`config.mk`:
```
export PLATFORM = sky130hd
export DESIGN_NAME = rebl_logger
export DESIGN_NICKNAME = d
export VERILOG_FILES = /design/src/hw/rebl_pkg.sv /design/src/hw/rebl_classify.sv /design/src/hw/rebl_logger.sv
export VERILOG_INCLUDE_DIRS = /design/src /design/src/hw
export SDC_FILE = /design/constraint.sdc
export NUM_CORES = 1
export LEC_CHECK = 0
export BUFFER_PORTS_ARGS = -buffer_cell sky130_fd_sc_hd__buf_2
export CAP_MARGIN = 20
export CORE_MARGIN = 5
export CORE_UTILIZATION = 59
export CTS_CLUSTER_SIZE = 40
export DETAILED_ROUTE_END_ITERATION = 10
export PLACE_DENSITY = 0.84
export SLEW_MARGIN = 10
export SYNTH_ARGS = -nofsm -noshare
export SYNTH_HDL_FRONTEND = slang
export SYNTH_SLANG_ARGS = --single-unit
```
`constraint.sdc`:
```
create_clock -name mclk -period 2.8 [get_ports mclk]
set_input_delay 0.42 -clock mclk [delete_from_list [all_inputs] [get_ports mclk]]
set_output_delay 0.42 -clock mclk [all_outputs]
set_load 0.005 [all_outputs]
```
`src/hw/rebl_defs.svh`:
```
// constants for the recoverable error bank logger
`ifndef REBL_DEFS_SVH
`define REBL_DEFS_SVH
`define REBL_A_STATUS   12'h000
`define REBL_A_EXTRA    12'h004
`define REBL_A_LOC      12'h008
`define REBL_A_CAP      12'h00c
`define REBL_A_FEAT     12'h010
`define REBL_A_INJ      12'h014
`define REBL_A_LAST     12'h018
`define REBL_B_LIVE     6'd63
`define REBL_B_OVER     6'd62
`define REBL_B_UC       6'd61
`define REBL_B_EN       6'd60
`define REBL_B_EXTRA_INFO_PRESENT    6'd59
`define REBL_B_LOCATION_PRESENT    6'd58
`define REBL_B_PCC      6'd57
`define REBL_B_SIG      6'd56
`define REBL_B_AR       6'd55
`define REBL_B_CAP_SER  5'd24
`define REBL_B_FEAT_ARCH 5'd14
`define REBL_B_FEAT_EXC  5'd7
`define REBL_CAP_RST    32'h0100_0000
`define REBL_FEAT_VAL   32'h0000_4080
`endif

```
`src/hw/rebl_pkg.sv`:
```
// types for the recoverable error bank logger
package rebl_pkg;
  typedef enum logic [2:0] {
    REBL_CE  = 3'b000,
    REBL_SILENT_RECOVERABLE_CLASS = 3'b001,
    REBL_OPT = 3'b010,
    REBL_MAN = 3'b011,
    REBL_UC  = 3'b100
  } rebl_class_type;
  typedef struct packed {
    logic        valid;
    logic        uncorrected;
    logic        consumed;
    logic        via_exception;
    logic        extra_ok;
    logic        loc_ok;
    logic [15:0] code;
    logic [31:0] extra;
    logic [31:0] loc;
  } rebl_err_type;
endpackage

```
`src/hw/rebl_classify.sv`:
```
// sorts one error report into a class and its signalling path
`timescale 1ns/1ps
`include "rebl_defs.svh"
module rebl_classify
  import rebl_pkg::*;
(
  input  wire rebl_pkg::rebl_err_type  err,
  input  wire logic                    ser_cap,
  output rebl_pkg::rebl_class_type     cls
);
  // recoverable classes need the capability bit, else an uncorrected is fatal
  wire logic corrupt = err.uncorrected & !ser_cap; // [RL12]
  assign cls = !err.uncorrected ? REBL_CE :
               corrupt          ? REBL_UC :
               err.consumed     ? REBL_MAN : // [RL8]
               err.via_exception ? REBL_OPT : REBL_SILENT_RECOVERABLE_CLASS;
endmodule

```
`src/hw/rebl_logger.sv`:
```
// one error bank: classification, overwrite rules and apb register access
// How it works
// RL1: recoverable entry has live 63, uncorrected 61 set, context-corrupt 57 clear.
// RL2: signal-raised bit 56 set only when an exception was raised.
// RL3: action-needed bit 55 marks mandatory recovery before more work.
// RL4: silent recoverable: flags clear, reported by corrected interrupt only.
// RL5: optional recovery by exception: signal-raised and enable set.
// RL6: optional recovery by interrupt: signal-raised clear.
// RL7: mandatory recovery: signal, enable, action set; always an exception.
// RL8: mandatory only when raised where corrupt data is consumed.
// RL9: extra-info and location flags set only with valid supplementary data.
// RL10: non-recoverable: uncorrected, enable, context-corrupt set; exception.
// RL11: corrected error: uncorrected clear, corrected interrupt only.
// RL12: recoverable classes exist only with recovery capability bit 24.
// RL13: recoverable error replaces a logged corrected error.
// RL14: context-corrupting error replaces recoverable, never the reverse.
// RL15: second recoverable error keeps the first entry.
// RL16: corrected error does not touch a logged recoverable entry.
// RL17: any second error sets overflow.
// RL18: signal-raised and action-needed are sticky over second errors.
// RL19: other information may take the second error's details.
// RL20: handler resets after overflow only with action or corrupt set.
// RL21: handler recovers mandatory errors before scheduling more work.
// RL22: handler should shut down when mandatory lacks supplementary flags.
// RL23: handler skips recovery of optional error lacking supplementary flags.
// RL24: feature flags advertise check architecture bit 14, exception bit 7.
// RL25: second corrected error keeps bank live and sets overflow.
`timescale 1ns/1ps
`include "rebl_defs.svh"
module rebl_logger
  import rebl_pkg::*;
(
  input  wire logic                   mclk,
  input  wire logic                   arst_n,
  input  wire logic                   psel,
  input  wire logic                   penable,
  input  wire logic                   pwrite,
  input  wire logic [11:0]            paddr,
  input  wire logic [31:0]            pwdata,
  output logic [31:0]                 prdata,
  output logic                        pready,
  output logic                        pslverr,
  input  wire rebl_pkg::rebl_err_type err_in,
  output logic                        check_exception,
  output logic                        corrected_error_interrupt
);
  import rebl_pkg::*;

  logic [63:0]  status_r;
  logic [63:0]  status_nxt;
  logic [31:0]  extra_r;
  logic [31:0]  loc_r;
  logic [31:0]  cap_r;
  logic [31:0]  prdata_r;
  logic         pready_r;
  logic         pslverr_r;
  logic         exc_r;
  logic         cei_r;
  logic [2:0]   last_r;
  rebl_class_type cls;
  rebl_err_type   inj_r;

  // an error comes either from the pin group or from a software injection
  wire rebl_err_type err = err_in.valid ? err_in : inj_r;

  rebl_classify u_cls (
    .err     (err),
    .ser_cap (cap_r[`REBL_B_CAP_SER]),
    .cls     (cls)
  );

  wire logic acc    = psel & penable & pready_r;
  wire logic wr     = acc & pwrite;
  wire logic setup  = psel & !penable;
  wire logic hit_st = paddr == `REBL_A_STATUS;
  wire logic hit_ex = paddr == `REBL_A_EXTRA;
  wire logic hit_lc = paddr == `REBL_A_LOC;
  wire logic hit_cp = paddr == `REBL_A_CAP;
  wire logic hit_ft = paddr == `REBL_A_FEAT;
  wire logic hit_ij = paddr == `REBL_A_INJ;
  wire logic hit_ls = paddr == `REBL_A_LAST;
  wire logic mapped = hit_st | hit_ex | hit_lc | hit_cp | hit_ft |
                      hit_ij | hit_ls;

  // class flags of a fresh entry
  wire logic n_uc   = cls != REBL_CE; // [RL11]
  wire logic n_pcc  = cls == REBL_UC; // [RL1] [RL10]
  wire logic n_sig  = (cls == REBL_OPT) | (cls == REBL_MAN); // [RL2] [RL4] [RL5] [RL6]
  wire logic n_ar   = cls == REBL_MAN; // [RL3] [RL7]
  wire logic n_en   = n_sig | n_pcc; // [RL5] [RL7] [RL10]
  wire logic n_exc  = n_sig | n_pcc; // [RL4] [RL7] [RL10] [RL11]

  wire logic live   = status_r[`REBL_B_LIVE];
  wire logic o_uc   = status_r[`REBL_B_UC];
  wire logic o_pcc  = status_r[`REBL_B_PCC];
  wire logic o_ucr  = live & o_uc & !o_pcc;
  wire logic o_ce   = live & !o_uc;
  wire logic n_ucr  = n_uc & !n_pcc;

  // which entry the bank keeps after a second error
  wire logic replace = !live | (o_ce & n_uc) | // [RL13]
                       (o_ucr & n_pcc) | // [RL14]
                       (o_ce & !n_uc); // [RL19] [RL25]
  // a recoverable arriving on a corrupting entry, or on another recoverable,
  // or a corrected one on a recoverable, leaves the first entry alone
  wire logic keep   = !replace; // [RL14] [RL15] [RL16]

  wire logic [63:0] fresh = {1'b1, live, n_uc, n_en,
                             err.extra_ok, err.loc_ok, // [RL9]
                             n_pcc, n_sig, n_ar, 39'h0, err.code};

  always_comb begin
    status_nxt = status_r;
    // an error in the same cycle wins over a software status write
    if (wr && hit_st && !err.valid)
      status_nxt = {pwdata, pwdata};
    if (err.valid) begin
      if (replace)
        status_nxt = fresh; // [RL19]
      status_nxt[`REBL_B_OVER] = live; // [RL17]
      // sticky across the second error
      if (live) begin
        status_nxt[`REBL_B_SIG] = status_r[`REBL_B_SIG] |
                                   (n_ucr & n_sig) |
                                   (replace & n_sig); // [RL18]
        status_nxt[`REBL_B_AR]  = status_r[`REBL_B_AR] |
                                   (n_ucr & n_ar) |
                                   (replace & n_ar); // [RL18]
      end
    end
  end

  always_ff @(posedge mclk or negedge arst_n) begin
    if (!arst_n) begin
      status_r <= 64'h0;
      extra_r  <= 32'h0;
      loc_r    <= 32'h0;
    end else begin
      status_r <= status_nxt;
      // supplementary data only follows an entry that is taken
      if (err.valid && replace && err.extra_ok)
        extra_r <= err.extra; // [RL9]
      else if (wr && hit_ex)
        extra_r <= pwdata;
      if (err.valid && replace && err.loc_ok)
        loc_r <= err.loc; // [RL9]
      else if (wr && hit_lc)
        loc_r <= pwdata;
    end
  end

  always_ff @(posedge mclk or negedge arst_n) begin
    if (!arst_n) begin
      cap_r <= `REBL_CAP_RST;
      inj_r <= '0;
    end else begin
      if (wr && hit_cp)
        cap_r <= pwdata;
      // injection is a one-cycle event that the pin group overrides
      inj_r       <= '0;
      inj_r.valid <= wr & hit_ij;
      inj_r.uncorrected   <= pwdata[0];
      inj_r.consumed      <= pwdata[1];
      inj_r.via_exception <= pwdata[2];
      inj_r.code          <= pwdata[31:16];
    end
  end

  // status word halves: high half read at +0, low code bits 15:0 read at +0x18 with the last class
  wire logic [31:0] rd_val =
    hit_st ? status_r[63:32] :
    hit_ex ? extra_r :
    hit_lc ? loc_r :
    hit_cp ? cap_r :
    hit_ft ? `REBL_FEAT_VAL : // [RL24]
    hit_ls ? {13'h0, last_r, status_r[15:0]} : 32'h0;

  always_ff @(posedge mclk or negedge arst_n) begin
    if (!arst_n) begin
      prdata_r  <= 32'h0;
      pready_r  <= 1'b0;
      pslverr_r <= 1'b0;
      exc_r     <= 1'b0;
      cei_r     <= 1'b0;
      last_r    <= 3'h0;
    end else begin
      // no wait state: answer in the cycle after setup
      pready_r  <= setup;
      pslverr_r <= setup & !mapped;
      prdata_r  <= (setup & !pwrite) ? rd_val : 32'h0;
      exc_r     <= err.valid & n_exc; // [RL7] [RL10]
      cei_r     <= err.valid & !n_exc; // [RL4] [RL6] [RL11]
      if (err.valid)
        last_r <= cls;
    end
  end

  assign prdata  = prdata_r;
  assign pready  = pready_r;
  assign pslverr = pslverr_r;
  assign check_exception           = exc_r;
  assign corrected_error_interrupt = cei_r;

  // status and capability flags as the assertions see them
  wire logic        f_over = status_r[`REBL_B_OVER];
  wire logic        f_en   = status_r[`REBL_B_EN];
  wire logic        f_sig  = status_r[`REBL_B_SIG];
  wire logic        f_ar   = status_r[`REBL_B_AR];
  wire logic        f_mv   = status_r[`REBL_B_EXTRA_INFO_PRESENT];
  wire logic        f_av   = status_r[`REBL_B_LOCATION_PRESENT];
  wire logic [15:0] f_code = status_r[15:0];
  wire logic        f_ser  = cap_r[`REBL_B_CAP_SER];
endmodule

```
# [Word-level counts from Yosys, hierarchy flattened]
# Cells that the tools add are included.
[word_totals] regBits=219 latch_bits=0 mem_bits_rw=0 mem_bits_ro=0 input_bits=135 out_inout_bits=36 memories=0
[op_classes] add_sub_neg=0 n_mul=0 n_div=0 order_cmp=0 n_eq_ne=9 shift=0 mux=20 bitwise=36 n_reduce_logical=23
[op_table] op="32-bit two-way mux" count=9
[op_table] op="64-bit two-way mux" count=3
[op_table] op="86-bit two-way mux" count=1
[op_table] op="19-bit two-way mux" count=2
[op_table] op="12-bit by 5-bit equality test with 1-bit output (second input constant)" count=3
[op_table] op="12-bit by 4-bit equality test with 1-bit output (second input constant)" count=2
[op_table] op="1-bit AND" count=21
[op_table] op="1-bit bitwise OR" count=15
[op_table] op="12-bit by 3-bit equality test with 1-bit output (second input constant)" count=1
[op_table] op="12-bit logical NOT" count=1
[op_table] op="1-bit logical NOT" count=11
[op_table] op="3-bit two-way mux" count=3
[op_table] op="1-bit logical AND" count=8
[op_table] op="3-bit by 2-bit equality test with 1-bit output (second input constant)" count=2
[op_table] op="2-bit two-way mux" count=2
[op_table] op="2-bit nonzero test" count=2
[op_table] op="3-bit equality test (second input constant)" count=1
[op_table] op="3-bit nonzero test" count=1

# [Longest topological paths before layout]
[logic_depth] ltp_word=14 depth_mapped=8 mapped_depth_nobuf=5

# [By module]
# A second synthesis with hierarchy kept.
[unflattened] cells_unflattened=946 area_unflattened_um2=10483.8
[modules_own_cells] module="rebl_logger" instances=1 cells_per_inst=940 area_per_inst_um2=10455.0 seq_area_each_um2=5081.1
[modules_own_cells] module="rebl_classify" instances=1 cells_per_inst=6 area_per_inst_um2=28.8 seq_area_each_um2=0.0

# [Worst setup path before layout]
# No wires, ideal clock.
[synth_path] path_kind="input to register" start="in paddr[1]" end="reg extra_r[1]" arrival_ns=1.771 slack_ns=0.887 cell_stages=7 cell_sequence="nor4_4 nand3_4 or4_1 buf_2 buf_6 nand2_1 a31oi_1"
[synth_between] elab_chain_cells=3
[synth_rtl] element="start, declared" line="rebl_logger.sv:38" source="input wire logic [11:0] paddr,"
[synth_rtl] element="12-bit by 3-bit equality test with 1-bit output (no source line)"
[synth_rtl] element="1-bit logical AND" line="rebl_logger.sv:143" source="else if (wr && hit_ex)"
[synth_rtl] element="2-bit nonzero test (no source line)"
[synth_rtl] element="end signal, assigned" line="rebl_logger.sv:142" source="extra_r <= err.extra;"
[synth_rtl] element="end signal, assigned" line="rebl_logger.sv:144" source="extra_r <= pwdata;"
[synth_rtl] element="end, declared" line="rebl_logger.sv:51" source="logic [31:0] extra_r;"
# No other way between the ends.
# A chain may end at the register's enable or synchronous reset.

# [Worst setup path after layout]
[layout_path] start="reg pready_r (netlist: pready)" end="reg status_r[58]"
[layout_between] elab_chain_cells=7
[layout_rtl] element="start, declared" line="rebl_logger.sv:55" source="logic pready_r;"
[layout_rtl] element="start signal, assigned" line="rebl_logger.sv:188" source="pready_r <= setup;"
[layout_rtl] element="1-bit AND (*)" line="rebl_logger.sv:72" source="wire logic acc = psel & penable & pready_r;"
[layout_rtl] element="1-bit AND (*)" line="rebl_logger.sv:73" source="wire logic wr = acc & pwrite;"
[layout_rtl] element="1-bit logical AND (*) (2 in series)" line="rebl_logger.sv:115" source="if (wr && hit_st && !err.valid)"
[layout_rtl] element="64-bit two-way mux (*)" line="rebl_logger.sv:115"
[layout_rtl] element="64-bit two-way mux" line="rebl_logger.sv:118" source="if (replace)"
[layout_rtl] element="64-bit two-way mux (*)" line="rebl_logger.sv:117" source="if (err.valid) begin"
[layout_rtl] element="via status_nxt[58]" line="rebl_logger.sv:50" source="logic [63:0] status_nxt;"
[layout_rtl] element="end signal, assigned" line="rebl_logger.sv:139" source="status_r <= status_nxt;"
[layout_rtl] element="end, declared" line="rebl_logger.sv:49" source="logic [63:0] status_r;"
# Mark *: on every way through the listed nets, which the timed path passes. The rest lies on a longest branch.

==> summary.txt <==
Worst setup path
  – CP max-delay cell: or3_1
  – Worst-path maximum fanout: 30
  – Delay-heaviest family, CP: simple AND/OR/NAND/NOR gates
  – Crit path buf inv count: 1
  – Critical Path, Cell by Cell: nand4_1 > nand2b_1 > or3_1 > buf_4 > mux2i_1 > o21ai_0
  – CP max stage delay: about 390 ps
  – Worst EP arrival: 2390 ps
  – Crit end category: flop
  – CP startpoint kind: flop
  – CP required: 3160 ps
  – Critical path class: flop to flop

Synth
  – Mapped Cells: 936
  – Mapped Area: 9360 µm²
  – Synthesized Nets: around 1.1k
  – Post-synth ARST share: 100%
  – Count leader, synth: dfrtp_1
  – Ys Warns: 0
  – Syn Area/Cell: 10.0 µm²
  – Synth top area share: 54.0%
  – Synth top area cells: dfrtp_1 54%, nand2_1 6.9%, mux2i_1 5.2%
  – Post-synth EDFFs: 0
  – Synth Flop Type: dfrtp_1
  – Register area share after synthesis: a little over half
  – Synth cell count leaders: 202 x dfrtp_1, 172 x nand2_1, 105 x nor2_1
  – Synth cell types: 47
  – Synth area leader: dfrtp_1
  – Seq cells post-synth: 203

Placement
  – Dpl cells: 1281
  – Gpl congestion: 0.923
  – Port bufs: 170
  – HPWL after detailed placement: roughly 18000 µm

CTS
  – Clock transition at the registers of the reported paths: 60 ps
  – CTS Buf Count: 22
  – Clock Path Buffers: 3
  – Root buf cell: clkbuf_16
  – H-tree depth: 1
  – Post_cts resized: 0
  – CTS Sinks: 203
  – Setup Fix Bufs, Post-CTS: 0
  – Worst-Skew Late Latency: 500 ps
  – CTS tree: built
  – Cts hold-fix bufs: 1

Global route
  – Overall global routing resource usage: around 29%
  – First-pass GRT wire length: 42300 µm
  – Largest net degree at the start of global routing: 66
  – Vias in the first global route: 8080
  – Initial antenna violation count: 0
  – Gr ovfl total: 0

Power and ir drop
  – Switching pwr: 2.46 mW
  – Combinational share of power: 19.5%
  – Clk pwr share: between 30% and 40%
  – Power Internal: 5.85 mW
  – Reg power frac: 47.5%
  – Leakage: 5.24 nW
  – PD cells: 748 nW/µm²
  – Switching part of the total: 29.6%
  – Maximum VDD drop: approximately 0.81 mV

Die
  – Core area: roughly 16000 µm²
  – Die Width: 136 µm
  – # rows: 46
  – Io pins: between 150 and 200
  – Die Area: 18500 µm²
  – Die height: 136 µm
  – Starting Density: 59.6%

Drt
  – First-iteration detailed-routing DRC count: 833
  – Antenna Violating Nets Remaining: 0
  – Routed Wire Length: 26900 µm
  – Vias per inst: 6.07
  – TritonRoute pass-1 iters: 6
  – Routed wire length per instance: 20.3 µm
  – Vias: about 8k
  – Drt drc: 0

STA
  – Relative slew margins: about 64%
  – Final hold violation count: 0
  – Actual slew at the worst max-slew pin: 537 ps
  – Highest clock rate: ~0.49 GHz
  – Unrepaired setup endpoints after global routing: no
  – Period minus WS final: roughly 2000 ps
  – Final Max Slew Viols: 0
  – Setup TNS Final: 0 ps
  – Finish-stage setup viols: 0
  – Period utilisation layout: 72.4%
  – Worst Skew: between 10 and 15 ps

Flow run
  – Max Cap Viol: 0

Cells and area
  – Diode count: 0
  – Layout cell share with drive strength beyond 1: 26.1%
  – Fill cell count: ~1.1k
  – P&R area growth vs syn: 18.8%
  – Layout Nets: around 1.2k
  – Final Instance Count excl. Fillers: 1322

Min path
  – Worst Hold Class: input pin to flop

Status
  – Status: complete, no violations
## layout make-up
cell class | count | area, µm² | area share [%]
Tap cell | 216 | 270 | 2.43
Sequential cell | 203 | 5080 | 45.7
Clock buffer | 31 | 636 | 5.72
Clock inverter | 9 | 51.3 | 0.462
Inverter | 4 | 15.0 | 0.135
Multi-Input combinational cell | 656 | 3900 | 35.1
Timing Repair Buffer | 203 | 1160 | 10.4
## worst register-to-register path, delay by kind of cell, from the launching register on
family,cells,cell delay (ps)
simple gates,3,980
flops,1,340
buf+inv,1,270
compound gates,1,100
mux,1,200
## cell families after synthesis
| logic type | after synthesis | share of synthesized area [%] |
|---|---|---|
| mux | 85 | 9.93 |
| buf+inv | 77 | 4.18 |
| simple gates | 347 | 16.5 |
| compound gates | 224 | 15.1 |
| flops | 203 | 54.3 |
## state kept, by name, indices dropped and copies added (netlist names), named ones only
signal,cells
prdata,32
last_r,3
pslverr,1
cap_r,32
pready,1
status_r,47
check_exception,1
corrected_error_interrupt,1
inj_r,20
extra_r,32
loc_r,32
## power groups by stage
stage	Sequential, mW	Combinational [mW]	Clock, mW
floorplan	3.85	1.10	0
global placement	3.94	1.51	0
detailed placement	3.96	1.60	0
CTS	3.93	1.61	2.78
global route	4.01	1.81	2.90
finish	3.95	1.62	2.75
## per-stage QoR
| step | hold slack, ps | worst slack [ps] | utilization [%] | instance area [µm²] | power (mW) |
|---|---|---|---|---|---|
| global placement | 415 | 565 | 66.3 | 10400 | 5.46 |
| floorplan | 124 | 887 | - | 9360 | 4.95 |
| finish | 87.9 | 774 | 70.7 | 11100 | 8.31 |
| CTS | 78.0 | 807 | 70.7 | 11100 | 8.32 |
| detailed placement | 420 | 473 | 66.3 | 10400 | 5.56 |
| global route | 88.9 | 649 | 70.7 | 11100 | 8.73 |
## final timing paths
| check | start | endpoint | slack (ps) | cells after the start |
|---|---|---|---|---|
| min in group asynchronous | arst_n | loc_r[15] | 430 | 2 |
| setup reg to reg | pready | status_r[58] | 770 | 6 |
| hold / removal | pwdata[20] | inj_r[68] | 90 | 1 |
| setup / recovery | pready | status_r[58] | 770 | 6 |
| hold reg to reg | status_r[42] | prdata[10] | 500 | 1 |
| max in group asynchronous | arst_n | cap_r[24] | 1540 | 3 |
## layer usage
layer	part of all wire (%)	up-vias	routed length, µm	track usage (%)
met5	0	-	0	0
met4	2.9	0	784	10.2
met3	8.8	77	2360	5.92
met2	50	432	13300	48.9
met1	39	3919	10400	38.0
li1	-	3592	-	-
## cells in the final DEF (no fill, tap or decap), types with 4 or more instances in the layout
master,count
buf_12,4
buf_4,28
nand2_1,170
a31oi_1,49
nor2b_1,35
mux2_2,33
inv_1,4
clkbuf_16,23
o31ai_1,6
mux2i_1,49
a21oi_1,76
nand2b_1,6
clkinv_2,7
nand3_1,6
nor2_1,104
clkbuf_1,5
o221ai_1,10
a211oi_1,18
o21ai_0,22
clkbuf_8,4
o22ai_1,19
dfrtp_1,202
a32o_1,17
buf_2,169
No activity file was read; power rests on OpenSTA's default activity.
